File: config.mk
export PLATFORM = sky130hd
export DESIGN_NAME = rtc_irq_clkout
export DESIGN_NICKNAME = d
export VERILOG_FILES = /design/src/logic/rtc_pkg.sv /design/src/logic/rtc_irq_clkout.sv
export SDC_FILE = /design/constraint.sdc
export NUM_CORES = 1
export LEC_CHECK = 0
export BUFFER_PORTS_ARGS = -buffer_cell sky130_fd_sc_hd__buf_4
export CAP_MARGIN = 20
export CORE_UTILIZATION = 35
export CTS_BUF_LIST = sky130_fd_sc_hd__clkbuf_8
export CTS_CLUSTER_DIAMETER = 80
export DETAILED_ROUTE_END_ITERATION = 6
export PLACE_DENSITY = 0.52
export SYNTH_ARGS = -nofsm -noshare
export SYNTH_HDL_FRONTEND = slang
export SYNTH_SLANG_ARGS = --single-unit
File: constraint.sdc
create_clock -name clk_sys -period 9.65 [get_ports clk_sys]
set_input_delay 1.4475 -clock clk_sys [delete_from_list [all_inputs] [get_ports clk_sys]]
set_output_delay 1.4475 -clock clk_sys [all_outputs]
set_load 0.03 [all_outputs]
File: src/logic/rtc_pkg.sv
package rtc_pkg;
   // ----------------------------------------------------------------
   // register map (byte offsets)
   // ----------------------------------------------------------------
   localparam logic [7:0] OFF_CTRL1 = 8'h00;
   localparam logic [7:0] OFF_CTRL2 = 8'h04;
   localparam logic [7:0] OFF_WALARM = 8'h08;
   localparam logic [7:0] OFF_DALARM = 8'h0c;
   localparam logic [7:0] OFF_ADJUST = 8'h10;
   // ctrl1 fields
   localparam int BIT_WEEK_EN = 7;
   localparam int BIT_DAILY_EN = 6;
   localparam int BIT_CLKEN_N2 = 4;
   localparam int SEL_LSB = 0;
   // ctrl2 fields
   localparam int BIT_CLKEN_N1 = 3;
   localparam int BIT_PFLAG = 2;
   localparam int BIT_WFLAG = 1;
   localparam int BIT_DFLAG = 0;
   // alarm fields
   localparam int AL_MIN_LSB = 0;
   localparam int AL_HOUR_LSB = 8;
   localparam int AL_WDAY_LSB = 16;
   // reset values
   localparam logic [7:0] RST_CTRL1 = 8'h00;
   localparam logic [3:0] RST_CTRL2 = 4'h0;
   localparam logic [7:0] RST_ADJUST = 8'h00;
   // period select codes
   localparam logic [2:0] SEL_OFF = 3'h0;
   localparam logic [2:0] SEL_LOW = 3'h1;
   localparam logic [2:0] SEL_2HZ = 3'h2;
   localparam logic [2:0] SEL_1HZ = 3'h3;
   localparam logic [2:0] SEL_SEC = 3'h4;
   localparam logic [2:0] SEL_MIN = 3'h5;
   localparam logic [2:0] SEL_HOUR = 3'h6;
   localparam logic [2:0] SEL_MONTH = 3'h7;
   // ----------------------------------------------------------------
   // timing
   // ----------------------------------------------------------------
   localparam int SYS_CLK_HZ = 25000000;
   localparam int SLOW_HZ = 32768;
   localparam int PULSE_DELAY_US = 92;
   localparam int PULSE_DELAY_TICKS = (PULSE_DELAY_US * SLOW_HZ + 500000) / 1000000;
   localparam int ADJ_MAX_US = 3784;
   localparam int ADJ_MAX_TICKS = (ADJ_MAX_US * SLOW_HZ) / 1000000;
   localparam int ADJ_PERIOD_SEC = 20;
   localparam logic [14:0] DIV_LAST = 15'h7fff;
   localparam logic [7:0] BCD_ZERO = 8'h00;
   localparam logic [7:0] BCD_ONE = 8'h01;
endpackage : rtc_pkg

File: src/logic/rtc_irq_clkout.sv
// Operation
// - alarm enable bit 1 arms its alarm, 0 disables it
// - alarm flag read returns the current alarm interrupt state
// - flag write 1 ignored; write 0 clears flag and releases pin
// - clearing a flag leaves the enable set; alarm fires at next match
// - week alarm compares day, hour, minute; daily alarm hour, minute
// - period select 000 keeps output high, 001 holds it low
// - select 010 gives 2 Hz, 011 gives 1 Hz, half duty, second aligned
// - pulse mode: second increments about 92 us after the falling edge
// - second counter write resets sub-second divider, periodic output low
// - level mode: low at each period until periodic flag written 0
// - select 100: level interrupt every second, at second increment
// - select 101: level interrupt every minute at seconds zero
// - select 110: level interrupt every hour at minutes, seconds zero
// - select 111: level interrupt monthly at midnight of day one
// - adjustment changes one cycle every 20 s by at most 3.784 ms
// - clock out runs when pin high and either enable_n bit is 0
// - clock out starts and stops without truncated pulses
// - week alarm drives second pin; daily and periodic share first
// - first pin is low when either of its sources is asserted
//
// Chosen here: the APB register port and the register offsets.
module rtc_irq_clkout (
   input wire logic clk_sys, // system clock, 25 MHz
   input wire logic nrst, // async reset, active low
   input wire logic psel, // apb select
   input wire logic penable, // apb access phase
   input wire logic pwrite, // apb direction
   input wire logic [7:0] paddr, // apb byte address
   input wire logic [31:0] pwdata, // apb write data
   output logic [31:0] prdata, // apb read data
   output logic pready, // apb ready
   output logic pslverr, // apb error on unmapped address
   input wire logic osc_32k, // 32.768 kHz oscillator pin
   input wire logic clkout_control_pin, // clock output control pin
   output logic slow_clock_out_pin, // gated 32.768 kHz output
   input wire logic [7:0] time_sec, // bcd seconds from time counters
   input wire logic [7:0] time_min, // bcd minutes
   input wire logic [7:0] time_hour, // bcd hours
   input wire logic [2:0] time_wday, // day of week 0..6
   input wire logic [7:0] time_mday, // bcd day of month
   input wire logic sec_write, // pulse: second counter written
   output logic sec_inc, // pulse: advance the second counter
   output logic irq_first_n_o, // first interrupt pin drive value
   output logic irq_first_n_oe_n, // first pin enable, low = pulling low
   output logic irq_second_n_o, // second interrupt pin drive value
   output logic irq_second_n_oe_n // second pin enable, low = pulling low
);
   // ----------------------------------------------------------------
   // apb slave and registers
   // ----------------------------------------------------------------
   logic week_en_q, daily_en_q, clken_n2_q, clken_n1_q;
   logic [2:0] sel_q;
   logic week_flag_q, daily_flag_q, pflag_q;
   logic [6:0] wa_wday_q;
   logic [7:0] wa_hour_q, wa_min_q, da_hour_q, da_min_q;
   logic [7:0] adj_q;
   logic [31:0] prdata_q;
   logic wr_en, setup, hit;
   logic week_set, daily_set, pflag_set;

   // zero wait states: read data is latched in the setup cycle
   assign pready = 1'b1;
   assign setup = psel & ~penable;
   assign wr_en = psel & penable & pwrite;
   assign hit = (paddr == rtc_pkg::OFF_CTRL1) || (paddr == rtc_pkg::OFF_CTRL2) ||
                (paddr == rtc_pkg::OFF_WALARM) || (paddr == rtc_pkg::OFF_DALARM) ||
                (paddr == rtc_pkg::OFF_ADJUST);
   assign pslverr = psel & penable & ~hit;
   assign prdata = prdata_q;

   // control register 1 and adjustment
   always_ff @(posedge clk_sys or negedge nrst) begin
      if (!nrst) begin
         {week_en_q, daily_en_q} <= 2'h0;
         clken_n2_q <= 1'b0;
         sel_q <= rtc_pkg::SEL_OFF;
         adj_q <= rtc_pkg::RST_ADJUST;
      end else if (wr_en && paddr == rtc_pkg::OFF_CTRL1) begin
         week_en_q <= pwdata[rtc_pkg::BIT_WEEK_EN];
         daily_en_q <= pwdata[rtc_pkg::BIT_DAILY_EN];
         clken_n2_q <= pwdata[rtc_pkg::BIT_CLKEN_N2];
         sel_q <= pwdata[rtc_pkg::SEL_LSB +: 3];
      end else if (wr_en && paddr == rtc_pkg::OFF_ADJUST) begin
         adj_q <= pwdata[7:0];
      end
   end

   // alarm time registers
   always_ff @(posedge clk_sys or negedge nrst) begin
      if (!nrst) begin
         wa_wday_q <= 7'h00;
         {wa_hour_q, wa_min_q, da_hour_q, da_min_q} <= 32'h0;
      end else if (wr_en && paddr == rtc_pkg::OFF_WALARM) begin
         wa_wday_q <= pwdata[rtc_pkg::AL_WDAY_LSB +: 7];
         wa_hour_q <= pwdata[rtc_pkg::AL_HOUR_LSB +: 8];
         wa_min_q <= pwdata[rtc_pkg::AL_MIN_LSB +: 8];
      end else if (wr_en && paddr == rtc_pkg::OFF_DALARM) begin
         da_hour_q <= pwdata[rtc_pkg::AL_HOUR_LSB +: 8];
         da_min_q <= pwdata[rtc_pkg::AL_MIN_LSB +: 8];
      end
   end

   // control register 2: flags only clear on 0, a same-cycle set wins
   logic c2_wr;
   assign c2_wr = wr_en && paddr == rtc_pkg::OFF_CTRL2;
   always_ff @(posedge clk_sys or negedge nrst) begin
      if (!nrst) begin
         {clken_n1_q, pflag_q, week_flag_q, daily_flag_q} <= rtc_pkg::RST_CTRL2;
      end else begin
         if (c2_wr) begin
            clken_n1_q <= pwdata[rtc_pkg::BIT_CLKEN_N1];
         end
         if (week_set) begin
            week_flag_q <= 1'b1;
         end else if (c2_wr && !pwdata[rtc_pkg::BIT_WFLAG]) begin
            week_flag_q <= 1'b0;
         end
         if (daily_set) begin
            daily_flag_q <= 1'b1;
         end else if (c2_wr && !pwdata[rtc_pkg::BIT_DFLAG]) begin
            daily_flag_q <= 1'b0;
         end
         if (pflag_set) begin
            pflag_q <= 1'b1;
         end else if (c2_wr && !pwdata[rtc_pkg::BIT_PFLAG]) begin
            pflag_q <= 1'b0;
         end
      end
   end

   // read mux, sampled in the setup cycle
   always_ff @(posedge clk_sys or negedge nrst) begin
      if (!nrst) begin
         prdata_q <= 32'h0;
      end else if (setup && !pwrite) begin
         case (paddr)
            rtc_pkg::OFF_CTRL1: prdata_q <= {24'h0, week_en_q, daily_en_q, 1'b0,
                                             clken_n2_q, 1'b0, sel_q};
            // flags read as the live interrupt state
            rtc_pkg::OFF_CTRL2: prdata_q <= {28'h0, clken_n1_q, pflag_q,
                                             week_flag_q, daily_flag_q};
            rtc_pkg::OFF_WALARM: prdata_q <= {9'h0, wa_wday_q, wa_hour_q, wa_min_q};
            rtc_pkg::OFF_DALARM: prdata_q <= {16'h0, da_hour_q, da_min_q};
            rtc_pkg::OFF_ADJUST: prdata_q <= {24'h0, adj_q};
            default: prdata_q <= 32'h0;
         endcase
      end
   end

   // ----------------------------------------------------------------
   // pin synchronisers and slow tick
   // ----------------------------------------------------------------
   logic [1:0] osc_sync_q, ctl_sync_q;
   logic osc_prev_q;
   logic tick, osc_fall;

   always_ff @(posedge clk_sys or negedge nrst) begin
      if (!nrst) begin
         osc_sync_q <= 2'h0;
         ctl_sync_q <= 2'h0;
         osc_prev_q <= 1'b0;
      end else begin
         osc_sync_q <= {osc_sync_q[0], osc_32k};
         ctl_sync_q <= {ctl_sync_q[0], clkout_control_pin};
         osc_prev_q <= osc_sync_q[1];
      end
   end
   assign tick = osc_sync_q[1] & ~osc_prev_q;
   assign osc_fall = ~osc_sync_q[1] & osc_prev_q;

   // ----------------------------------------------------------------
   // sub-second divider with adjustment
   // ----------------------------------------------------------------
   logic [14:0] div_q;
   logic [4:0] sec_cnt_q;
   logic [7:0] stall_q;
   logic sec_inc_q;
   logic [8:0] adj_mag;
   logic [7:0] adj_lim;
   logic adj_sec, wrap;
   logic [14:0] wrap_at;

   // magnitude clamped so one cycle never moves by more than the limit
   assign adj_mag = adj_q[7] ? 9'(-{adj_q[7], adj_q}) : {1'b0, adj_q};
   assign adj_lim = (adj_mag > 9'(rtc_pkg::ADJ_MAX_TICKS)) ?
                    8'(rtc_pkg::ADJ_MAX_TICKS) : adj_mag[7:0];
   assign adj_sec = sec_cnt_q == 5'(rtc_pkg::ADJ_PERIOD_SEC - 1);
   // shortening ends the adjusted second early
   assign wrap_at = (adj_sec && !adj_q[7]) ? 15'(rtc_pkg::DIV_LAST - adj_lim) :
                    rtc_pkg::DIV_LAST;
   assign wrap = tick && stall_q == 8'h0 && div_q >= wrap_at;

   always_ff @(posedge clk_sys or negedge nrst) begin
      if (!nrst) begin
         div_q <= 15'h0;
         sec_cnt_q <= 5'h0;
         stall_q <= 8'h0;
      end else if (sec_write) begin
         div_q <= 15'h0;
         stall_q <= 8'h0;
      end else if (tick) begin
         if (stall_q != 8'h0) begin
            stall_q <= stall_q - 8'h1; // lengthened low period
         end else if (wrap) begin
            div_q <= 15'h0;
            sec_cnt_q <= adj_sec ? 5'h0 : sec_cnt_q + 5'h1;
            stall_q <= (adj_sec && adj_q[7]) ? adj_lim : 8'h0;
         end else begin
            div_q <= div_q + 15'h1;
         end
      end
   end

   // the second advances a few ticks after the divider wraps
   always_ff @(posedge clk_sys or negedge nrst) begin
      if (!nrst) begin
         sec_inc_q <= 1'b0;
      end else begin
         sec_inc_q <= tick && stall_q == 8'h0 && !sec_write &&
                      div_q == 15'(rtc_pkg::PULSE_DELAY_TICKS - 1);
      end
   end
   assign sec_inc = sec_inc_q;

   // ----------------------------------------------------------------
   // periodic interrupt
   // ----------------------------------------------------------------
   logic sec_inc_d_q, per_low;
   // time counters show the new second one cycle after the increment
   always_ff @(posedge clk_sys or negedge nrst) begin
      if (!nrst) begin
         sec_inc_d_q <= 1'b0;
      end else begin
         sec_inc_d_q <= sec_inc_q;
      end
   end

   always_comb begin
      pflag_set = 1'b0;
      case (sel_q)
         rtc_pkg::SEL_SEC: pflag_set = sec_inc_q;
         rtc_pkg::SEL_MIN: pflag_set = sec_inc_d_q && time_sec == rtc_pkg::BCD_ZERO;
         rtc_pkg::SEL_HOUR: pflag_set = sec_inc_d_q && time_sec == rtc_pkg::BCD_ZERO &&
                                        time_min == rtc_pkg::BCD_ZERO;
         rtc_pkg::SEL_MONTH: pflag_set = sec_inc_d_q && time_sec == rtc_pkg::BCD_ZERO &&
                                         time_min == rtc_pkg::BCD_ZERO &&
                                         time_hour == rtc_pkg::BCD_ZERO &&
                                         time_mday == rtc_pkg::BCD_ONE;
         default: pflag_set = 1'b0;
      endcase
   end

   // pulse waveforms are low in the first half of each cycle
   always_comb begin
      per_low = 1'b0;
      case (sel_q)
         rtc_pkg::SEL_OFF: per_low = 1'b0;
         rtc_pkg::SEL_LOW: per_low = 1'b1;
         rtc_pkg::SEL_2HZ: per_low = ~div_q[13];
         rtc_pkg::SEL_1HZ: per_low = ~div_q[14];
         default: per_low = pflag_q;
      endcase
   end

   // ----------------------------------------------------------------
   // alarms
   // ----------------------------------------------------------------
   logic week_match, daily_match, week_prev_q, daily_prev_q;
   assign week_match = wa_wday_q[time_wday] && wa_hour_q == time_hour &&
                       wa_min_q == time_min;
   assign daily_match = da_hour_q == time_hour && da_min_q == time_min;
   // only a new match sets the flag, so a cleared flag waits for the next one
   assign week_set = week_en_q && week_match && !week_prev_q;
   assign daily_set = daily_en_q && daily_match && !daily_prev_q;

   always_ff @(posedge clk_sys or negedge nrst) begin
      if (!nrst) begin
         week_prev_q <= 1'b0;
         daily_prev_q <= 1'b0;
      end else begin
         week_prev_q <= week_match;
         daily_prev_q <= daily_match;
      end
   end

   // ----------------------------------------------------------------
   // open-drain pins, drive value fixed low
   // ----------------------------------------------------------------
   logic first_oe_n_q, second_oe_n_q;
   always_ff @(posedge clk_sys or negedge nrst) begin
      if (!nrst) begin
         first_oe_n_q <= 1'b1;
         second_oe_n_q <= 1'b1;
      end else begin
         first_oe_n_q <= ~((daily_flag_q & daily_en_q) | per_low);
         second_oe_n_q <= ~(week_flag_q & week_en_q);
      end
   end
   assign irq_first_n_o = 1'b0;
   assign irq_second_n_o = 1'b0;
   assign irq_first_n_oe_n = first_oe_n_q;
   assign irq_second_n_oe_n = second_oe_n_q;

   // ----------------------------------------------------------------
   // 32 kHz output gating
   // ----------------------------------------------------------------
   logic gate_q, clk_out_q;
   // gate only changes while the oscillator is low: no short pulses
   always_ff @(posedge clk_sys or negedge nrst) begin
      if (!nrst) begin
         gate_q <= 1'b0;
      end else if (osc_fall) begin
         gate_q <= ctl_sync_q[1] & ~(clken_n1_q & clken_n2_q);
      end
   end
   always_ff @(posedge clk_sys or negedge nrst) begin
      if (!nrst) begin
         clk_out_q <= 1'b0;
      end else begin
         clk_out_q <= gate_q & osc_sync_q[1];
      end
   end
   assign slow_clock_out_pin = clk_out_q;
endmodule : rtc_irq_clkout

==> run summary <==
The tools report the endpoint arrival time on the critical path as 2.64 ns. The stage delay of the slowest cell on the critical path is 0.55 ns. The layout overhead on the synthesized area works out to 21.1%.

The cell repeated most along the worst path is sky130_fd_sc_hd__buf_4. After synthesis, the largest family of logic cells by area is simple AND/OR/NAND/NOR gates. The async set-or-reset flop fraction in the synthesized netlist is 100%, and the clock latency on the worst-skew pair is 0.45 ns. The tools report the initial DRC count as 289. Yosys attributes the largest share of cell area to sky130_fd_sc_hd__dfrtp_1, sky130_fd_sc_hd__mux2_2, sky130_fd_sc_hd__nand2_1. The worst-case IR drop observed on VDD is 0.0855 mV. The logs give 123 for the top-level I/O count and 1768 for the fill cell instance count of the final layout. The count of nets after finishing is 824, and the placer congestion estimate is 0.807.

The logs give 49 for the number of placement rows and 4 for the maximum level of the CTS H-tree. After Yosys synthesis, and, or, nand and nor cells account for 18.3% of the synthesized area. Static timing analysis puts the maximum clock frequency at 245 MHz.

The area of all placed cells without fillers is 7810 um^2. Setup repair after global routing left no endpoint under its margin. The placed cell area was 7360 um^2; the synthesized-area fraction occupied by ao, oa, aoi and oai cells was 11.6%. The setup TNS is 0 ns. The total area inside the core boundary comes to 18000 um^2. The worst pin sits at a relative slew slack of 25.6%.

CTS saw 121 sinks. The flow ran to the end, and the final reports show no timing, DRC or antenna violations. Prior to clock tree synthesis, the placed netlist has a worst setup slack of 5.16 ns.

The maximum number of pins on one net before global-route repair was 62; the total length of routed wires was 17.1 mm. TritonCTS built the clock tree. Type of the tightest min-delay check: reg2reg.

The final critical delay including setup and external delays is 4.08 ns, and the fraction of the yosys area taken by sequential cells is 47.0%. Walking the worst path, the cells encountered are buf_4, or4_1, nor3_2, nor3_1, buf_4. The count of buffers added on input and output ports is 101. The number of cells on the worst reg-to-reg path is 14. In this run the clock root is driven by a sky130_fd_sc_hd__clkbuf_8. STA classifies the critical path endpoint as an output pin. The sequential cells in the finished layout cover a total of 3030 um^2. The most frequently used flop master after synthesis is sky130_fd_sc_hd__dfrtp_1.

The post-CTS resize count came out at 0. The via-per-instance ratio came out at 5.27. The tools report the capture endpoint of the worst hold path as osc_sync_q[1].

The cell type with the highest aggregate area in the netlist was sky130_fd_sc_hd__dfrtp_1. The first global-routing pass estimated 27.0 mm of wire. The share of the synthesized area in the top cell type is 46.2%, and the detailed-route via count is 5113. The layout cell share with drive strength beyond 1 was 27.5%. Of the total synthesized cell area, the portion taken by full adders, half adders and majority gates is 2.52%. In this run the critical register-to-register path is captured at div_q[2]. Counting instances, the worst hold path has a depth of 0. The sum of net half-perimeters after detailed placement is 12.4 mm, and the proportion of synthesized area in mux cells is 9.76%. In this run the cell area of the synthesized design comes to 6450 um^2.

The mean instance size in the synthesized netlist was 10.2 um^2; the slack of the worst reg-to-reg path was 5.65 ns. The run gives 0.0109 ns as the worst clock skew on the final layout. After clock tree synthesis, the clock-pin slew on the worst setup and hold paths is 0.07 ns. The netlist uses 65 different library cells. No sink is reached through more buffers than the 2 on the longest clock path. From left edge to right edge, the die measures 138 um. The number of antenna violations at the first check in global routing is 0, and the data required time at the worst endpoint is 8.20 ns.

The startpoint identified for the worst hold timing path is osc_sync_q[0]. The number of diodes added for antenna fixing is 0, and the final routed wire length divided by cell count is 17.6 um. The most common library cell in the layout ignoring fill and taps was sky130_fd_sc_hd__dfrtp_1. For this run the aggregate overflow at the end of global routing stands at 0. For this run, the detailed router's first-pass iteration total came to 5. STA classifies the critical path startpoint as a primary input. For this run, design rule violations remaining after detail routing come to 0. Worst reg2reg path startpoint: adj_q[0]. For the pin with the worst max-slew slack, the measured transition is 1.12 ns. The xor/xnor share of the synthesized area is 6.52%, and the share of the clock period used by the worst path is 42.3%.

The run gives 0 as the total number of yosys warnings. The worst setup path is of the in2out kind. Counting flops with a built-in enable in the synthesized netlist gives 0. Total CTS buffers: 17. Counting every instance in the synthesized netlist gives 633. The power per cell area was 159 nW/um^2; the setup-violating endpoint count in the final report was 0.

Once the floorplan was initialized, standard cells occupied 35.8% of the core. On the critical path the largest part of the delay comes from simple AND/OR/NAND/NOR gates. In this run the worst path has a maximum fanout of 6. The tools report the number of global-route vias before repair as 5088. Critical-path cell with the highest stage delay: sky130_fd_sc_hd__or4_1.

The number of buffers and inverters on the critical path is 2. The final count of pins violating max slew was 0; the count of buffers added by post-CTS timing repair for setup was 0. For this design, the CTS-stage hold fixing added 0 buffers. The overall global routing resource usage was 18.9%.

Leaving out fill and tap cells, the most frequent cells in the layout are sky130_fd_sc_hd__dfrtp_1, sky130_fd_sc_hd__buf_4, sky130_fd_sc_hd__nand2_1. In this run the remaining antenna-violating nets after routing total 0. Counting flops and latches in the post-synthesis netlist gives 121. The most critical setup path has its startpoint at paddr[1].

Setup slack closes at 5.57 ns. Final hold violation count: 0. The die outline height came out at 138 um. In this run the static leakage power is 3.67 nW. The total power was 1.24 mW; the area of the die was 19000 um^2. The tool flagged a number of max-cap violations equal to 0.

Area occupied by multi-input gates: 3190 um^2.
[registers in the layout, summed over array words and instances (netlist names), 5 cells and up]
name / flops
div_q: 15
wa_wday_q: 7
wa_hour_q: 8
prdata: 23
adj_q: 8
wa_min_q: 8
sec_cnt_q: 5
da_hour_q: 8
da_min_q: 8
stall_q: 8
[synthesized netlist by cell type (13+ instances only)]
master,n
sky130_fd_sc_hd__nor2_1,34
sky130_fd_sc_hd__ha_1,13
sky130_fd_sc_hd__xnor2_1,29
sky130_fd_sc_hd__nor4_1,14
sky130_fd_sc_hd__nand3_1,20
sky130_fd_sc_hd__clkbuf_1,17
sky130_fd_sc_hd__o21ai_0,37
sky130_fd_sc_hd__mux2_2,53
sky130_fd_sc_hd__nand2_1,70
sky130_fd_sc_hd__buf_4,14
sky130_fd_sc_hd__nor3_1,14
sky130_fd_sc_hd__inv_1,13
sky130_fd_sc_hd__a21oi_1,19
sky130_fd_sc_hd__dfrtp_1,119
sky130_fd_sc_hd__xor2_1,19
[cell families after synthesis]
| family | count (synthesis) |
|---|---|
| AND/OR/NAND/NOR | 225 |
| XOR/XNOR | 48 |
| flip-flops | 121 |
| AO/OA/AOI/OAI | 114 |
| buffers and inverters | 55 |
| adder cells (fa/ha/maj) | 13 |
| other | 2 |
| multiplexers | 55 |
[power breakdown]
group          total, mW  internal (mW)  switching, mW  leakage [nW]
sequential         0.541          0.522         0.0193          1.64
combinational      0.182         0.0718          0.110          1.81
clock              0.522          0.298          0.224         0.227
[metrics by stage]
step	hold WS, ns	util, %	instances
final	0.349	43.3	970
after global routing	0.356	43.3	970
after CTS	0.352	43.3	970
after detailed placement	0.335	40.8	938
after global placement	0.337	40.8	938
after floorplan	0.331	-	644
[worst reg2reg max path: cells and delay by family, from the launching register on]
kind / cells / cell delay [ns]
AO/OA/AOI/OAI: 5 / 0.93
XOR/XNOR: 1 / 0.19
adder cells (fa/ha/maj): 2 / 0.55
buffers and inverters: 1 / 0.15
AND/OR/NAND/NOR: 5 / 1.60
flip-flops: 1 / 0.50
[area by class of cell]
type | instances | area share, %
tap | 229 | 3.67
multi-input combinational | 468 | 40.8
timing repair buffer | 107 | 10.3
inverter | 13 | 0.625
sequential | 121 | 38.8
clock inverter | 13 | 2.44
clock buffer | 19 | 3.35
[how the worst max path moves through the flow]
stage,slack (ns),cells after the start,end
2_1_floorplan,5.52,4,pslverr
3_3_place_gp,5.22,7,wa_wday_q[2]
3_5_place_dp,5.16,7,wa_wday_q[3]
4_1_cts,5.56,5,pslverr
5_1_grt,5.28,14,div_q[2]
6_report,5.57,5,pslverr
[layer usage]
layer	track usage, %	vias to the layer above	wire, um
li1	-	2448	-
met1	26.3	2527	8210
met2	28.6	122	7880
met3	3.86	16	714
met4	7.19	0	240
met5	0	-	0
(Power assumes the default switching activity.)
